[src/hcpp_consts.svh]
// constants for the host cpu parallel port: flag bits, type codes, addresses
`ifndef HCPP_CONSTS_SVH
`define HCPP_CONSTS_SVH

// flag port bit positions
`define HCPP_FLAG_STAT_BIT 0
`define HCPP_FLAG_RDAT_BIT 1
`define HCPP_FLAG_CMD_BIT 2
`define HCPP_FLAG_WDAT_BIT 3
`define HCPP_FLAG_RXEN_BIT 4
`define HCPP_FLAG_UNUSED 3'h0

// port select address bits
`define HCPP_ADDR_FLAG_BIT 2
`define HCPP_ADDR_DATA_BIT 1
`define HCPP_ADDR_BYTE_BIT 0

// host interface type codes
`define HCPP_TYPE_0 3'h0
`define HCPP_TYPE_1 3'h1
`define HCPP_TYPE_2 3'h2
`define HCPP_TYPE_3 3'h3
`define HCPP_TYPE_RSVD 3'h4
`define HCPP_TYPE_5 3'h5
`define HCPP_TYPE_6 3'h6
`define HCPP_TYPE_STORED 3'h7

// byte pairing masks
`define HCPP_GOT_LO 2'h1
`define HCPP_GOT_HI 2'h2
`define HCPP_GOT_BOTH 2'h3

// synchroniser width: select, two read strobes, two write strobes
`define HCPP_SYNC_W 5

`endif

[src/hcpp_pkg.sv]
// types shared by the host cpu parallel port modules
package hcpp_pkg;

	// port reached by one host access
	typedef enum logic [1:0] {
		HCPP_PORT_NONE,
		HCPP_PORT_CMD,
		HCPP_PORT_DATA,
		HCPP_PORT_FLAG
	} hcpp_port_e;

	// whole state of the port top
	typedef struct packed {
		logic straps_taken;
		logic mux_mode;
		logic big_endian;
		logic narrow;
		logic irq_pol;
		logic absent;
		logic [2:0] itype;
		logic act;
		logic latch_prev;
		logic [2:0] mux_addr;
		logic [15:0] cmd_word;
		logic [1:0] cmd_got;
		logic [15:0] wdat_word;
		logic [1:0] wdat_got;
		logic [1:0] stat_got;
		logic [1:0] rdat_got;
		logic [15:0] status_word;
		logic [15:0] rdata_word;
		logic fl_cmd;
		logic fl_wdat;
		logic fl_rdat;
		logic fl_stat;
		logic [15:0] dout;
		logic doe;
		logic irq;
		logic irq_oe;
	} hcpp_state_s;

	// state of the strobe synchroniser
	typedef struct packed {
		logic [4:0] first;
		logic [4:0] second;
	} hcpp_sync_s;

endpackage : hcpp_pkg

[src/hcpp_sync_if.sv]
// carrier for raw and synchronised host strobes
`timescale 1ns/1ps
`default_nettype none

interface hcpp_sync_if;
	logic [4:0] raw;
	logic [4:0] synced;

	// top drives raw strobes and reads synced ones
	modport src (output raw, input synced);
	// synchroniser takes raw and returns synced
	modport snk (input raw, output synced);
endinterface : hcpp_sync_if

`default_nettype wire

[src/hcpp_sync.sv]
// two-flop synchroniser for the host select and strobe pins
`timescale 1ns/1ps
`default_nettype none

module hcpp_sync (
	// clock, reset, enable
	input wire logic clk_sys_i,
	input wire logic rstn_i,
	input wire logic clk_en_i,
	// strobes in and out
	hcpp_sync_if.snk sync_if
);
	import hcpp_pkg::*;

	hcpp_sync_s st_q;
	hcpp_sync_s st_d;

	// first stage feeds only the second stage
	always_comb begin
		st_d = st_q;
		if (clk_en_i) begin
			st_d.first = sync_if.raw;
			st_d.second = st_q.first;
		end
	end

	// idle strobes are high, so reset to all ones
	always_ff @(posedge clk_sys_i or negedge rstn_i) begin
		if (!rstn_i) begin
			st_q <= {5'h1f, 5'h1f};
		end else begin
			st_q <= st_d;
		end
	end

	assign sync_if.synced = st_q.second;

endmodule : hcpp_sync

`default_nettype wire

[src/hcpp_top.sv]
// host cpu parallel port: strobe decode, ports, flags and host interrupt
// Summary of operation
// - accesses count only while host select is low
// - wide bus: LLL command/status, LHL data, Hxx flag port
// - narrow bus: LLL/LLH command/status bytes, LHL/LHH data bytes, Hxx flags
// - narrow bus: a word completes once both bytes are accessed, any order
// - wide bus: flag byte driven on both byte lanes
// - flag port is one byte; both narrow byte addresses read it
// - flag bits 7 to 5 read zero
// - flag bit 4 shows data receive circuit enabled
// - flag bit 3 set while written data waits for the core
// - flag bit 2 set while a written command waits for the core
// - flag bit 1 set when read data ready, cleared by host read
// - flag bit 0 set when status ready, cleared by status read
// - interrupt active while flag bit 1 or 0 is set
// - interrupt pin tri-state, polarity from strap taken after reset
// - multiplex strap low selects multiplexed address/data bus, except with types 3 and 6
// - byte order strap low little-endian, high big-endian
// - width strap low selects 16-bit, high selects 8-bit bus
// - command and status ports are 16 bits, two bytes on narrow bus
// - data port carries payload and option segments both ways
// - wide bus: flag port accepts no writes, lower and upper lanes alike
// - read and write strobes decoded per selected interface type
// - type select 000-110 picks type, 111 uses stored type or absent
// - multiplexed bus latches data bits 2:0 as port address
`timescale 1ns/1ps
`default_nettype none
`include "hcpp_consts.svh"

module hcpp_top (
	// clock, reset, enable
	input wire logic clk_sys_i,
	input wire logic rstn_i,
	input wire logic clk_en_i,
	// host bus pins
	input wire logic host_select_n_i,
	input wire logic [2:0] port_select_i,
	input wire logic [15:0] host_data_bus_i,
	output logic [15:0] host_data_bus_o,
	output logic host_data_bus_oe_o,
	input wire logic read_strobe_a_n_i,
	input wire logic read_strobe_b_n_i,
	input wire logic write_strobe_a_n_i,
	input wire logic write_strobe_b_n_i,
	output logic host_irq_o,
	output logic host_irq_oe_o,
	// straps and type selection, taken after reset
	input wire logic [2:0] iface_type_sel_i,
	input wire logic [2:0] stored_iface_type_i,
	input wire logic bus_multiplex_strap_i,
	input wire logic irq_polarity_strap_i,
	input wire logic byte_order_strap_i,
	input wire logic bus_width_strap_i,
	// core side: commands and written data
	output logic [15:0] cmd_word_o,
	output logic command_pending_o,
	input wire logic cmd_taken_i,
	output logic [15:0] wdata_word_o,
	output logic write_data_pending_o,
	input wire logic wdata_taken_i,
	// core side: status and read data
	input wire logic [15:0] status_word_i,
	input wire logic status_load_i,
	input wire logic [15:0] rdata_word_i,
	input wire logic rdata_load_i,
	input wire logic data_rx_enabled_i,
	output logic host_absent_o
);
	import hcpp_pkg::*;

	hcpp_state_s st_q;
	hcpp_state_s st_d;
	hcpp_sync_if sync_if ();

	// raw pin order: select, read a, read b, write a, write b
	assign sync_if.raw = {host_select_n_i, read_strobe_a_n_i,
		read_strobe_b_n_i, write_strobe_a_n_i, write_strobe_b_n_i};

	hcpp_sync u_sync (
		.clk_sys_i(clk_sys_i),
		.rstn_i(rstn_i),
		.clk_en_i(clk_en_i),
		.sync_if(sync_if)
	);

	logic sel_n;
	logic rda_n;
	logic rdb_n;
	logic wra_n;
	logic wrb_n;
	assign {sel_n, rda_n, rdb_n, wra_n, wrb_n} = sync_if.synced;

	// byte swap used for big-endian word transfers
	function automatic logic [15:0] swap16(input logic [15:0] w,
		input logic en);
		swap16 = en ? {w[7:0], w[15:8]} : w;
	endfunction : swap16

	// decoded strobe meaning
	logic rd;
	logic wr;
	logic lane_lo;
	logic lane_hi;
	logic latch;

	// strobe decode per interface type
	always_comb begin
		rd = 1'b0;
		wr = 1'b0;
		lane_lo = 1'b1;
		lane_hi = 1'b1;
		latch = 1'b0;
		case (st_q.itype)
			`HCPP_TYPE_0: begin
				rd = ~rda_n;
				wr = ~wra_n | ~wrb_n;
				lane_lo = ~wra_n | ~rda_n;
				lane_hi = ~wrb_n | ~rda_n;
				latch = rdb_n;
			end
			`HCPP_TYPE_1: begin
				// data strobes qualify, read/write level picks direction
				rd = (~wra_n | ~wrb_n) & ~rdb_n ? 1'b0 : (~wra_n | ~wrb_n);
				wr = (~wra_n | ~wrb_n) & ~rdb_n;
				lane_hi = ~wra_n;
				lane_lo = ~wrb_n;
				latch = rda_n;
			end
			`HCPP_TYPE_2: begin
				// no data strobe here, select alone frames the access
				rd = rdb_n;
				wr = ~rdb_n;
				latch = wrb_n;
			end
			`HCPP_TYPE_3: begin
				rd = ~rda_n | ~rdb_n;
				wr = ~wra_n | ~wrb_n;
				lane_lo = ~wra_n | ~rda_n;
				lane_hi = ~wrb_n | ~rdb_n;
			end
			`HCPP_TYPE_5: begin
				rd = ~rda_n;
				wr = ~wra_n;
				lane_hi = ~wrb_n;
				latch = rdb_n;
			end
			`HCPP_TYPE_6: begin
				rd = ~rda_n;
				wr = ~wra_n;
				lane_lo = ~rdb_n;
			end
			default: begin
				rd = 1'b0;
				wr = 1'b0;
			end
		endcase
	end

	// port address decode
	logic [2:0] addr;
	logic half_hi;
	hcpp_port_e port;

	always_comb begin
		addr = st_q.mux_mode ? st_q.mux_addr : port_select_i;
		half_hi = addr[`HCPP_ADDR_BYTE_BIT] ^ st_q.big_endian;
		if (addr[`HCPP_ADDR_FLAG_BIT]) begin
			port = HCPP_PORT_FLAG;
		end else if (!st_q.narrow && addr[`HCPP_ADDR_BYTE_BIT]) begin
			port = HCPP_PORT_NONE;
		end else if (addr[`HCPP_ADDR_DATA_BIT]) begin
			port = HCPP_PORT_DATA;
		end else begin
			port = HCPP_PORT_CMD;
		end
	end

	// flag byte as the host sees it
	logic [7:0] flag_byte;
	assign flag_byte = {`HCPP_FLAG_UNUSED, data_rx_enabled_i,
		st_q.fl_wdat, st_q.fl_cmd, st_q.fl_rdat, st_q.fl_stat};

	// next-state logic
	logic act;
	logic start;
	logic [1:0] bit_got;
	logic [15:0] rword;
	logic [15:0] wmerge;
	logic stat_done;
	logic rdat_done;
	logic cmd_done;
	logic wdat_done;

	always_comb begin
		st_d = st_q;
		act = 1'b0;
		start = 1'b0;
		bit_got = 2'h0;
		rword = 16'h0000;
		wmerge = 16'h0000;
		stat_done = 1'b0;
		rdat_done = 1'b0;
		cmd_done = 1'b0;
		wdat_done = 1'b0;
		if (clk_en_i) begin
			// straps are caught once, on the first enabled edge after reset
			if (!st_q.straps_taken) begin
				st_d.straps_taken = 1'b1;
				st_d.narrow = bus_width_strap_i;
				st_d.big_endian = byte_order_strap_i;
				st_d.irq_pol = irq_polarity_strap_i;
				st_d.itype = (iface_type_sel_i == `HCPP_TYPE_STORED) ?
					stored_iface_type_i : iface_type_sel_i;
				st_d.absent = (st_d.itype == `HCPP_TYPE_STORED) ||
					(st_d.itype == `HCPP_TYPE_RSVD);
				// generic and card types cannot run multiplexed
				st_d.mux_mode = ~bus_multiplex_strap_i &&
					(st_d.itype != `HCPP_TYPE_3) &&
					(st_d.itype != `HCPP_TYPE_6);
			end

			// address phase latch on the falling edge of the latch strobe
			st_d.latch_prev = latch;
			if (st_q.mux_mode && st_q.latch_prev && !latch) begin
				st_d.mux_addr = host_data_bus_i[2:0];
			end

			// one access per select/strobe assertion
			act = ~sel_n & (rd | wr) & st_q.straps_taken & ~st_q.absent;
			start = act & ~st_q.act;
			st_d.act = act;
			bit_got = half_hi ? `HCPP_GOT_HI : `HCPP_GOT_LO;

			if (!act) begin
				st_d.doe = 1'b0;
			end else if (start && rd && port != HCPP_PORT_NONE) begin
				// read: capture the answer once, hold it for the access
				case (port)
					HCPP_PORT_FLAG: rword = {flag_byte, flag_byte};
					HCPP_PORT_CMD: rword = st_q.status_word;
					HCPP_PORT_DATA: rword = st_q.rdata_word;
					default: rword = 16'h0000;
				endcase
				if (port == HCPP_PORT_FLAG) begin
					st_d.dout = rword;
				end else if (st_q.narrow) begin
					st_d.dout = {8'h00, half_hi ? rword[15:8] : rword[7:0]};
				end else begin
					st_d.dout = swap16(rword, st_q.big_endian);
				end
				st_d.doe = 1'b1;
				// pairing of byte reads, wide reads complete at once
				if (port == HCPP_PORT_CMD) begin
					st_d.stat_got = st_q.stat_got | bit_got;
					stat_done = !st_q.narrow ||
						(st_d.stat_got == `HCPP_GOT_BOTH);
				end else if (port == HCPP_PORT_DATA) begin
					st_d.rdat_got = st_q.rdat_got | bit_got;
					rdat_done = !st_q.narrow ||
						(st_d.rdat_got == `HCPP_GOT_BOTH);
				end
			end else if (start && wr) begin
				// write: flag port bits are all read-only, so it ignores them
				wmerge = swap16(host_data_bus_i, st_q.big_endian);
				if (port == HCPP_PORT_CMD) begin
					if (st_q.narrow) begin
						if (half_hi) begin
							st_d.cmd_word[15:8] = host_data_bus_i[7:0];
						end else begin
							st_d.cmd_word[7:0] = host_data_bus_i[7:0];
						end
						st_d.cmd_got = st_q.cmd_got | bit_got;
						cmd_done = st_d.cmd_got == `HCPP_GOT_BOTH;
					end else begin
						if (lane_lo) st_d.cmd_word[7:0] = wmerge[7:0];
						if (lane_hi) st_d.cmd_word[15:8] = wmerge[15:8];
						cmd_done = 1'b1;
					end
				end else if (port == HCPP_PORT_DATA) begin
					if (st_q.narrow) begin
						if (half_hi) begin
							st_d.wdat_word[15:8] = host_data_bus_i[7:0];
						end else begin
							st_d.wdat_word[7:0] = host_data_bus_i[7:0];
						end
						st_d.wdat_got = st_q.wdat_got | bit_got;
						wdat_done = st_d.wdat_got == `HCPP_GOT_BOTH;
					end else begin
						if (lane_lo) st_d.wdat_word[7:0] = wmerge[7:0];
						if (lane_hi) st_d.wdat_word[15:8] = wmerge[15:8];
						wdat_done = 1'b1;
					end
				end
				// flag port writes: no bit takes a value, upper lanes included
			end

			// pair trackers restart once a word is complete
			if (stat_done) st_d.stat_got = 2'h0;
			if (rdat_done) st_d.rdat_got = 2'h0;
			if (cmd_done) st_d.cmd_got = 2'h0;
			if (wdat_done) st_d.wdat_got = 2'h0;

			// flags: a set in the same cycle as a clear wins
			if (stat_done) st_d.fl_stat = 1'b0;
			if (status_load_i) begin
				st_d.status_word = status_word_i;
				st_d.fl_stat = 1'b1;
			end
			if (rdat_done) st_d.fl_rdat = 1'b0;
			if (rdata_load_i) begin
				st_d.rdata_word = rdata_word_i;
				st_d.fl_rdat = 1'b1;
			end
			if (cmd_taken_i) st_d.fl_cmd = 1'b0;
			if (cmd_done) st_d.fl_cmd = 1'b1;
			if (wdata_taken_i) st_d.fl_wdat = 1'b0;
			if (wdat_done) st_d.fl_wdat = 1'b1;

			// interrupt level from the next flags, polarity from strap
			st_d.irq = (st_d.fl_rdat | st_d.fl_stat) ~^ st_d.irq_pol;
			st_d.irq_oe = st_d.straps_taken & ~st_d.absent;
		end
	end

	// all state in one register; reset leaves pins released
	always_ff @(posedge clk_sys_i or negedge rstn_i) begin
		if (!rstn_i) begin
			st_q <= '0;
		end else begin
			st_q <= st_d;
		end
	end

	// outputs straight from state flops
	assign host_data_bus_o = st_q.dout;
	assign host_data_bus_oe_o = st_q.doe;
	assign host_irq_o = st_q.irq;
	assign host_irq_oe_o = st_q.irq_oe;
	assign cmd_word_o = st_q.cmd_word;
	assign command_pending_o = st_q.fl_cmd;
	assign wdata_word_o = st_q.wdat_word;
	assign write_data_pending_o = st_q.fl_wdat;
	assign host_absent_o = st_q.absent;

endmodule : hcpp_top

`default_nettype wire

[config.mk]
export PLATFORM = sky130hd
export DESIGN_NAME = hcpp_top
export DESIGN_NICKNAME = d
export VERILOG_FILES = /design/src/hcpp_pkg.sv /design/src/hcpp_sync_if.sv /design/src/hcpp_sync.sv /design/src/hcpp_top.sv
export VERILOG_INCLUDE_DIRS = /design/src /design/src/src
export SDC_FILE = /design/constraint.sdc
export NUM_CORES = 1
export LEC_CHECK = 0
export BUFFER_PORTS_ARGS = -buffer_cell sky130_fd_sc_hd__buf_2
export CAP_MARGIN = 20
export CORE_MARGIN = 4
export CORE_UTILIZATION = 40
export DETAILED_ROUTE_END_ITERATION = 16
export SLEW_MARGIN = 40
export SYNTH_ARGS = -nofsm -noshare
export SYNTH_HDL_FRONTEND = slang
export SYNTH_SLANG_ARGS = --single-unit
[constraint.sdc]
create_clock -name clk_sys_i -period 2.68 [get_ports clk_sys_i]
set_clock_uncertainty 0.15 [all_clocks]
set_input_delay 0.402 -clock clk_sys_i [delete_from_list [all_inputs] [get_ports clk_sys_i]]
set_output_delay 0.402 -clock clk_sys_i [all_outputs]
set_load 0.05 [all_outputs]
==> results.cfg <==
[sta]
worst_slack_ps = -117
fmax_mhz = 358
grt_setup_unrepaired = true
period_share_pct = 104
setup_viol = 20
final_max_slew_viol_count = 0
period_needed_ps = 2800
tns_ps = -1620
relSlewSlack_pct = 50.8
hold_viol_final = 0
worst_slew_pin_slew_ps = 736
holdWs_ps = 23.4

[setup_path]
endpoint_kind = register
cp-start-kind = register
worst-path-buf-inv = 0
crit_fanout = 8
path_class = reg2reg
slowest_delay_ps = 470
path_cells = fa_1, or4b_1, o31a_1, nor4_4, and3_4, and2_4, mux2_4
crit_family = simple AND/OR/NAND/NOR gates
cp_slowest_cell = fa_1
arrival_ps = 2940
cp.required_ps = 2830

[power]
swShare_pct = 39.2
internal_power_mw = 4.81
power.leakage_nw = 3.66
p_switching_mw = 3.10
p_per_area_mw_per_mm2 = 1020
peakVddDrop_uv = 458
clockPowerShare_pct = 30.0
combPwrFrac_pct = 37.0
pwr-share-seq_pct = 33.0
finalPower_mw = 7.91

[logic_synthesis]
synthTopCellsByArea = dfrtp_1 (44%), mux2_2 (13%), buf_4 (6.1%)
avgSynthCellArea_sq_um = 10.8
synthesis.area_sq_mm = 0.00625
synth_ff_type = dfrtp_1
synth-edff-count = 0
syn_nets = 651
yosysUniqueCellTypes = 58
yosysWarnings = 0
synth_cells = 576
ys_seq_area_share_pct = 47.9
synthArstFlopShare_pct = 100
yosys_register_bits = 119
synth_area_leader_cell = dfrtp_1
synth_top_cell_area_share_pct = 43.7

[global_route]
busiest_layer = met2
use_met1_pct = 24.1
gr-usage-met2_pct = 27.1
grt_usage_pct = 17.8
grt-ovfl-total = 0
grt_max_degree = 46
grt_pass1_wl_microns = 24900
global_route.usage.met3_pct = 4.87
antenna_found_initial = 0
grt_pass1_vias = 4736

[cells_and_area]
regArea_sq_mm = 0.00299
antennaDiodeCount = 0
drive_gt1_share_pct = 44.5
stdcell_count = 906
nets = 757
multi_input_area_sq_mm = 0.00286
fill_cells = 1385
area_delta_synth_final_pct = 23.6

[clock_network]
clk_pin_slew_worst_paths_ps = 50
cts_tree = yes
cts_inserted_buffers = 17
root_buffer = clkbuf_16
cts.path.max_buffers = 2
clk_latency_ps = 420
clock_sinks = 119
h-tree-depth = 4

[die]
start_util_pct = 41.0
ios = 128
core-area_sq_mm = 0.0153
dieArea_sq_mm = 0.0177
die_w_microns = 133
die_height_microns = 133
rows = 45

[placed_design]
dpl.hpwl_microns = 11500
dp.cells = 868
io_buffers = 127
place_congestion = 0.834
post-place-ws_ps = -139

[routing]
num_vias = 4642
wl_per_cell_microns = 16.9
antenna_left = 0
drt-initial-drc-count = 245
vias_per_cell = 5.12
routed_wl_microns = 15400
drc = 0
firstDrtPassIters = 4

[worst_hold_path]
hold_class = in2reg

[outcome]
violations = negative setup slack
outcome = finished, violations left

[flow_run]
maxCapViolCount = 0
[what timing repair did]
item                                    CTS  global route
endpoints found under the hold margin    43             0
pin swaps                                 1             6
endpoints found under the setup margin   25            60
hold buffers                              1             0
buffers inserted                          2             5
gates resized for setup                  16            23
[flip-flops by register name, indices dropped and copies added, names as in the netlist]
| signal | count |
|---|---|
| cmd_word_o | 16 |
| command_pending_o | 1 |
| flag_byte | 2 |
| host_absent_o | 1 |
| host_data_bus_o | 16 |
| host_data_bus_oe_o | 1 |
| host_irq_o | 1 |
| host_irq_oe_o | 1 |
| st_q | 53 |
| u_sync.st_q | 5 |
| u_sync.sync_if.synced | 5 |
| wdata_word_o | 16 |
| write_data_pending_o | 1 |
[power by group through the flow]
stage | clock [mW] | combinational (mW) | sequential, mW
finish | 2.37 | 2.93 | 2.61
global route | 2.52 | 3.13 | 2.67
CTS | 2.43 | 2.87 | 2.61
detailed placement | 0 | 2.83 | 2.63
global placement | 0 | 2.78 | 2.60
floorplan | 0 | 2.50 | 2.56
[stage by stage]
| step | util, % | cell area [sq um] |
|---|---|---|
| floorplan | - | 6280 |
| global placement | 45.3 | 6910 |
| detailed placement | 45.3 | 6910 |
| CTS | 49.8 | 7610 |
| global route | 50.6 | 7720 |
| finish | 50.6 | 7720 |
[area by class of cell]
type	instances	area share [%]
Clock buffer	19	5.73
Clock inverter	13	2.30
Inverter	7	0.340
Multi-Input combinational cell	374	37.1
Sequential cell	119	38.7
Tap cell	211	3.42
Timing Repair Buffer	163	12.4
[cell usage in the layout, fill, tap and decap left out, drive strengths merged, types with 4 or more instances in the layout]
cell	count
nand2b	7
o21ai	57
o21a	7
xnor2	4
buf	162
a21oi	15
o31ai	7
clkinv	6
o211ai	6
nand2	70
dfstp	10
nor2b	6
a31oi	7
inv	8
bufinv	4
mux2i	33
dfrtp	109
nor3	6
clkbuf	19
mux2	78
nor2	18
[worst register-to-register path: stages, from the launching register on]
cell and delay, ps:
dfrtp_1 400, fa_1 470, or4b_1 470, o31a_1 170, nor4_4 220, and3_4 240, and2_4 240, mux2_4 320
[per-layer routing]
metal / vias up / share of wire, % / wire length (microns)
met5: - / 0 / 0
met1: 2257 / 46 / 7010
met3: 26 / 6.1 / 938
met4: 0 / 1.9 / 286
li1: 2214 / - / -
met2: 145 / 46 / 7120
[cell usage after synthesis, types with 3 or more instances]
cell	number
dfrtp_1	109
mux2_2	70
nand2_1	70
buf_4	51
o21ai_0	49
mux2i_1	32
nor2_1	17
a21oi_1	15
clkbuf_1	14
dfstp_2	10
buf_2	8
mux2_4	8
o21ai_1	8
a31oi_1	7
inv_1	7
nand2b_1	7
o21a_1	7
o31ai_1	7
nor2b_1	6
nor3_1	6
o211ai_1	6
xnor2_1	4
a21o_1	3
a22o_1	3
nor4b_1	3
nor4bb_1	3
[worst paths after layout]
check | from | endpoint | slack [ps] | depth (start not counted)
worst max register to register | st_q[100] | cmd_word_o[11] | -120 | 7
min in group asynchronous | rstn_i | wdata_word_o[3] | 390 | 2
worst min register to register | host_data_bus_o[5] | host_data_bus_o[5] | 320 | 2
max in group asynchronous | rstn_i | cmd_word_o[10] | 1120 | 3
worst max-delay path | st_q[100] | cmd_word_o[11] | -120 | 7
worst min-delay path | bus_multiplex_strap_i | st_q[107] | 20 | 2
[kinds of logic (layout without fill, tap and decap cells)]
logic type	count (synthesis)	count (layout)	share of synthesized area (%)
buf+inv	83	202	8.47
mux	111	111	19.9
flops	119	119	47.9
fa+ha+maj	1	1	0.320
simple gates	135	135	10.8
xor+xnor	6	6	0.841
compound gates	121	121	11.9
Power figures use the tool's default switching activity.
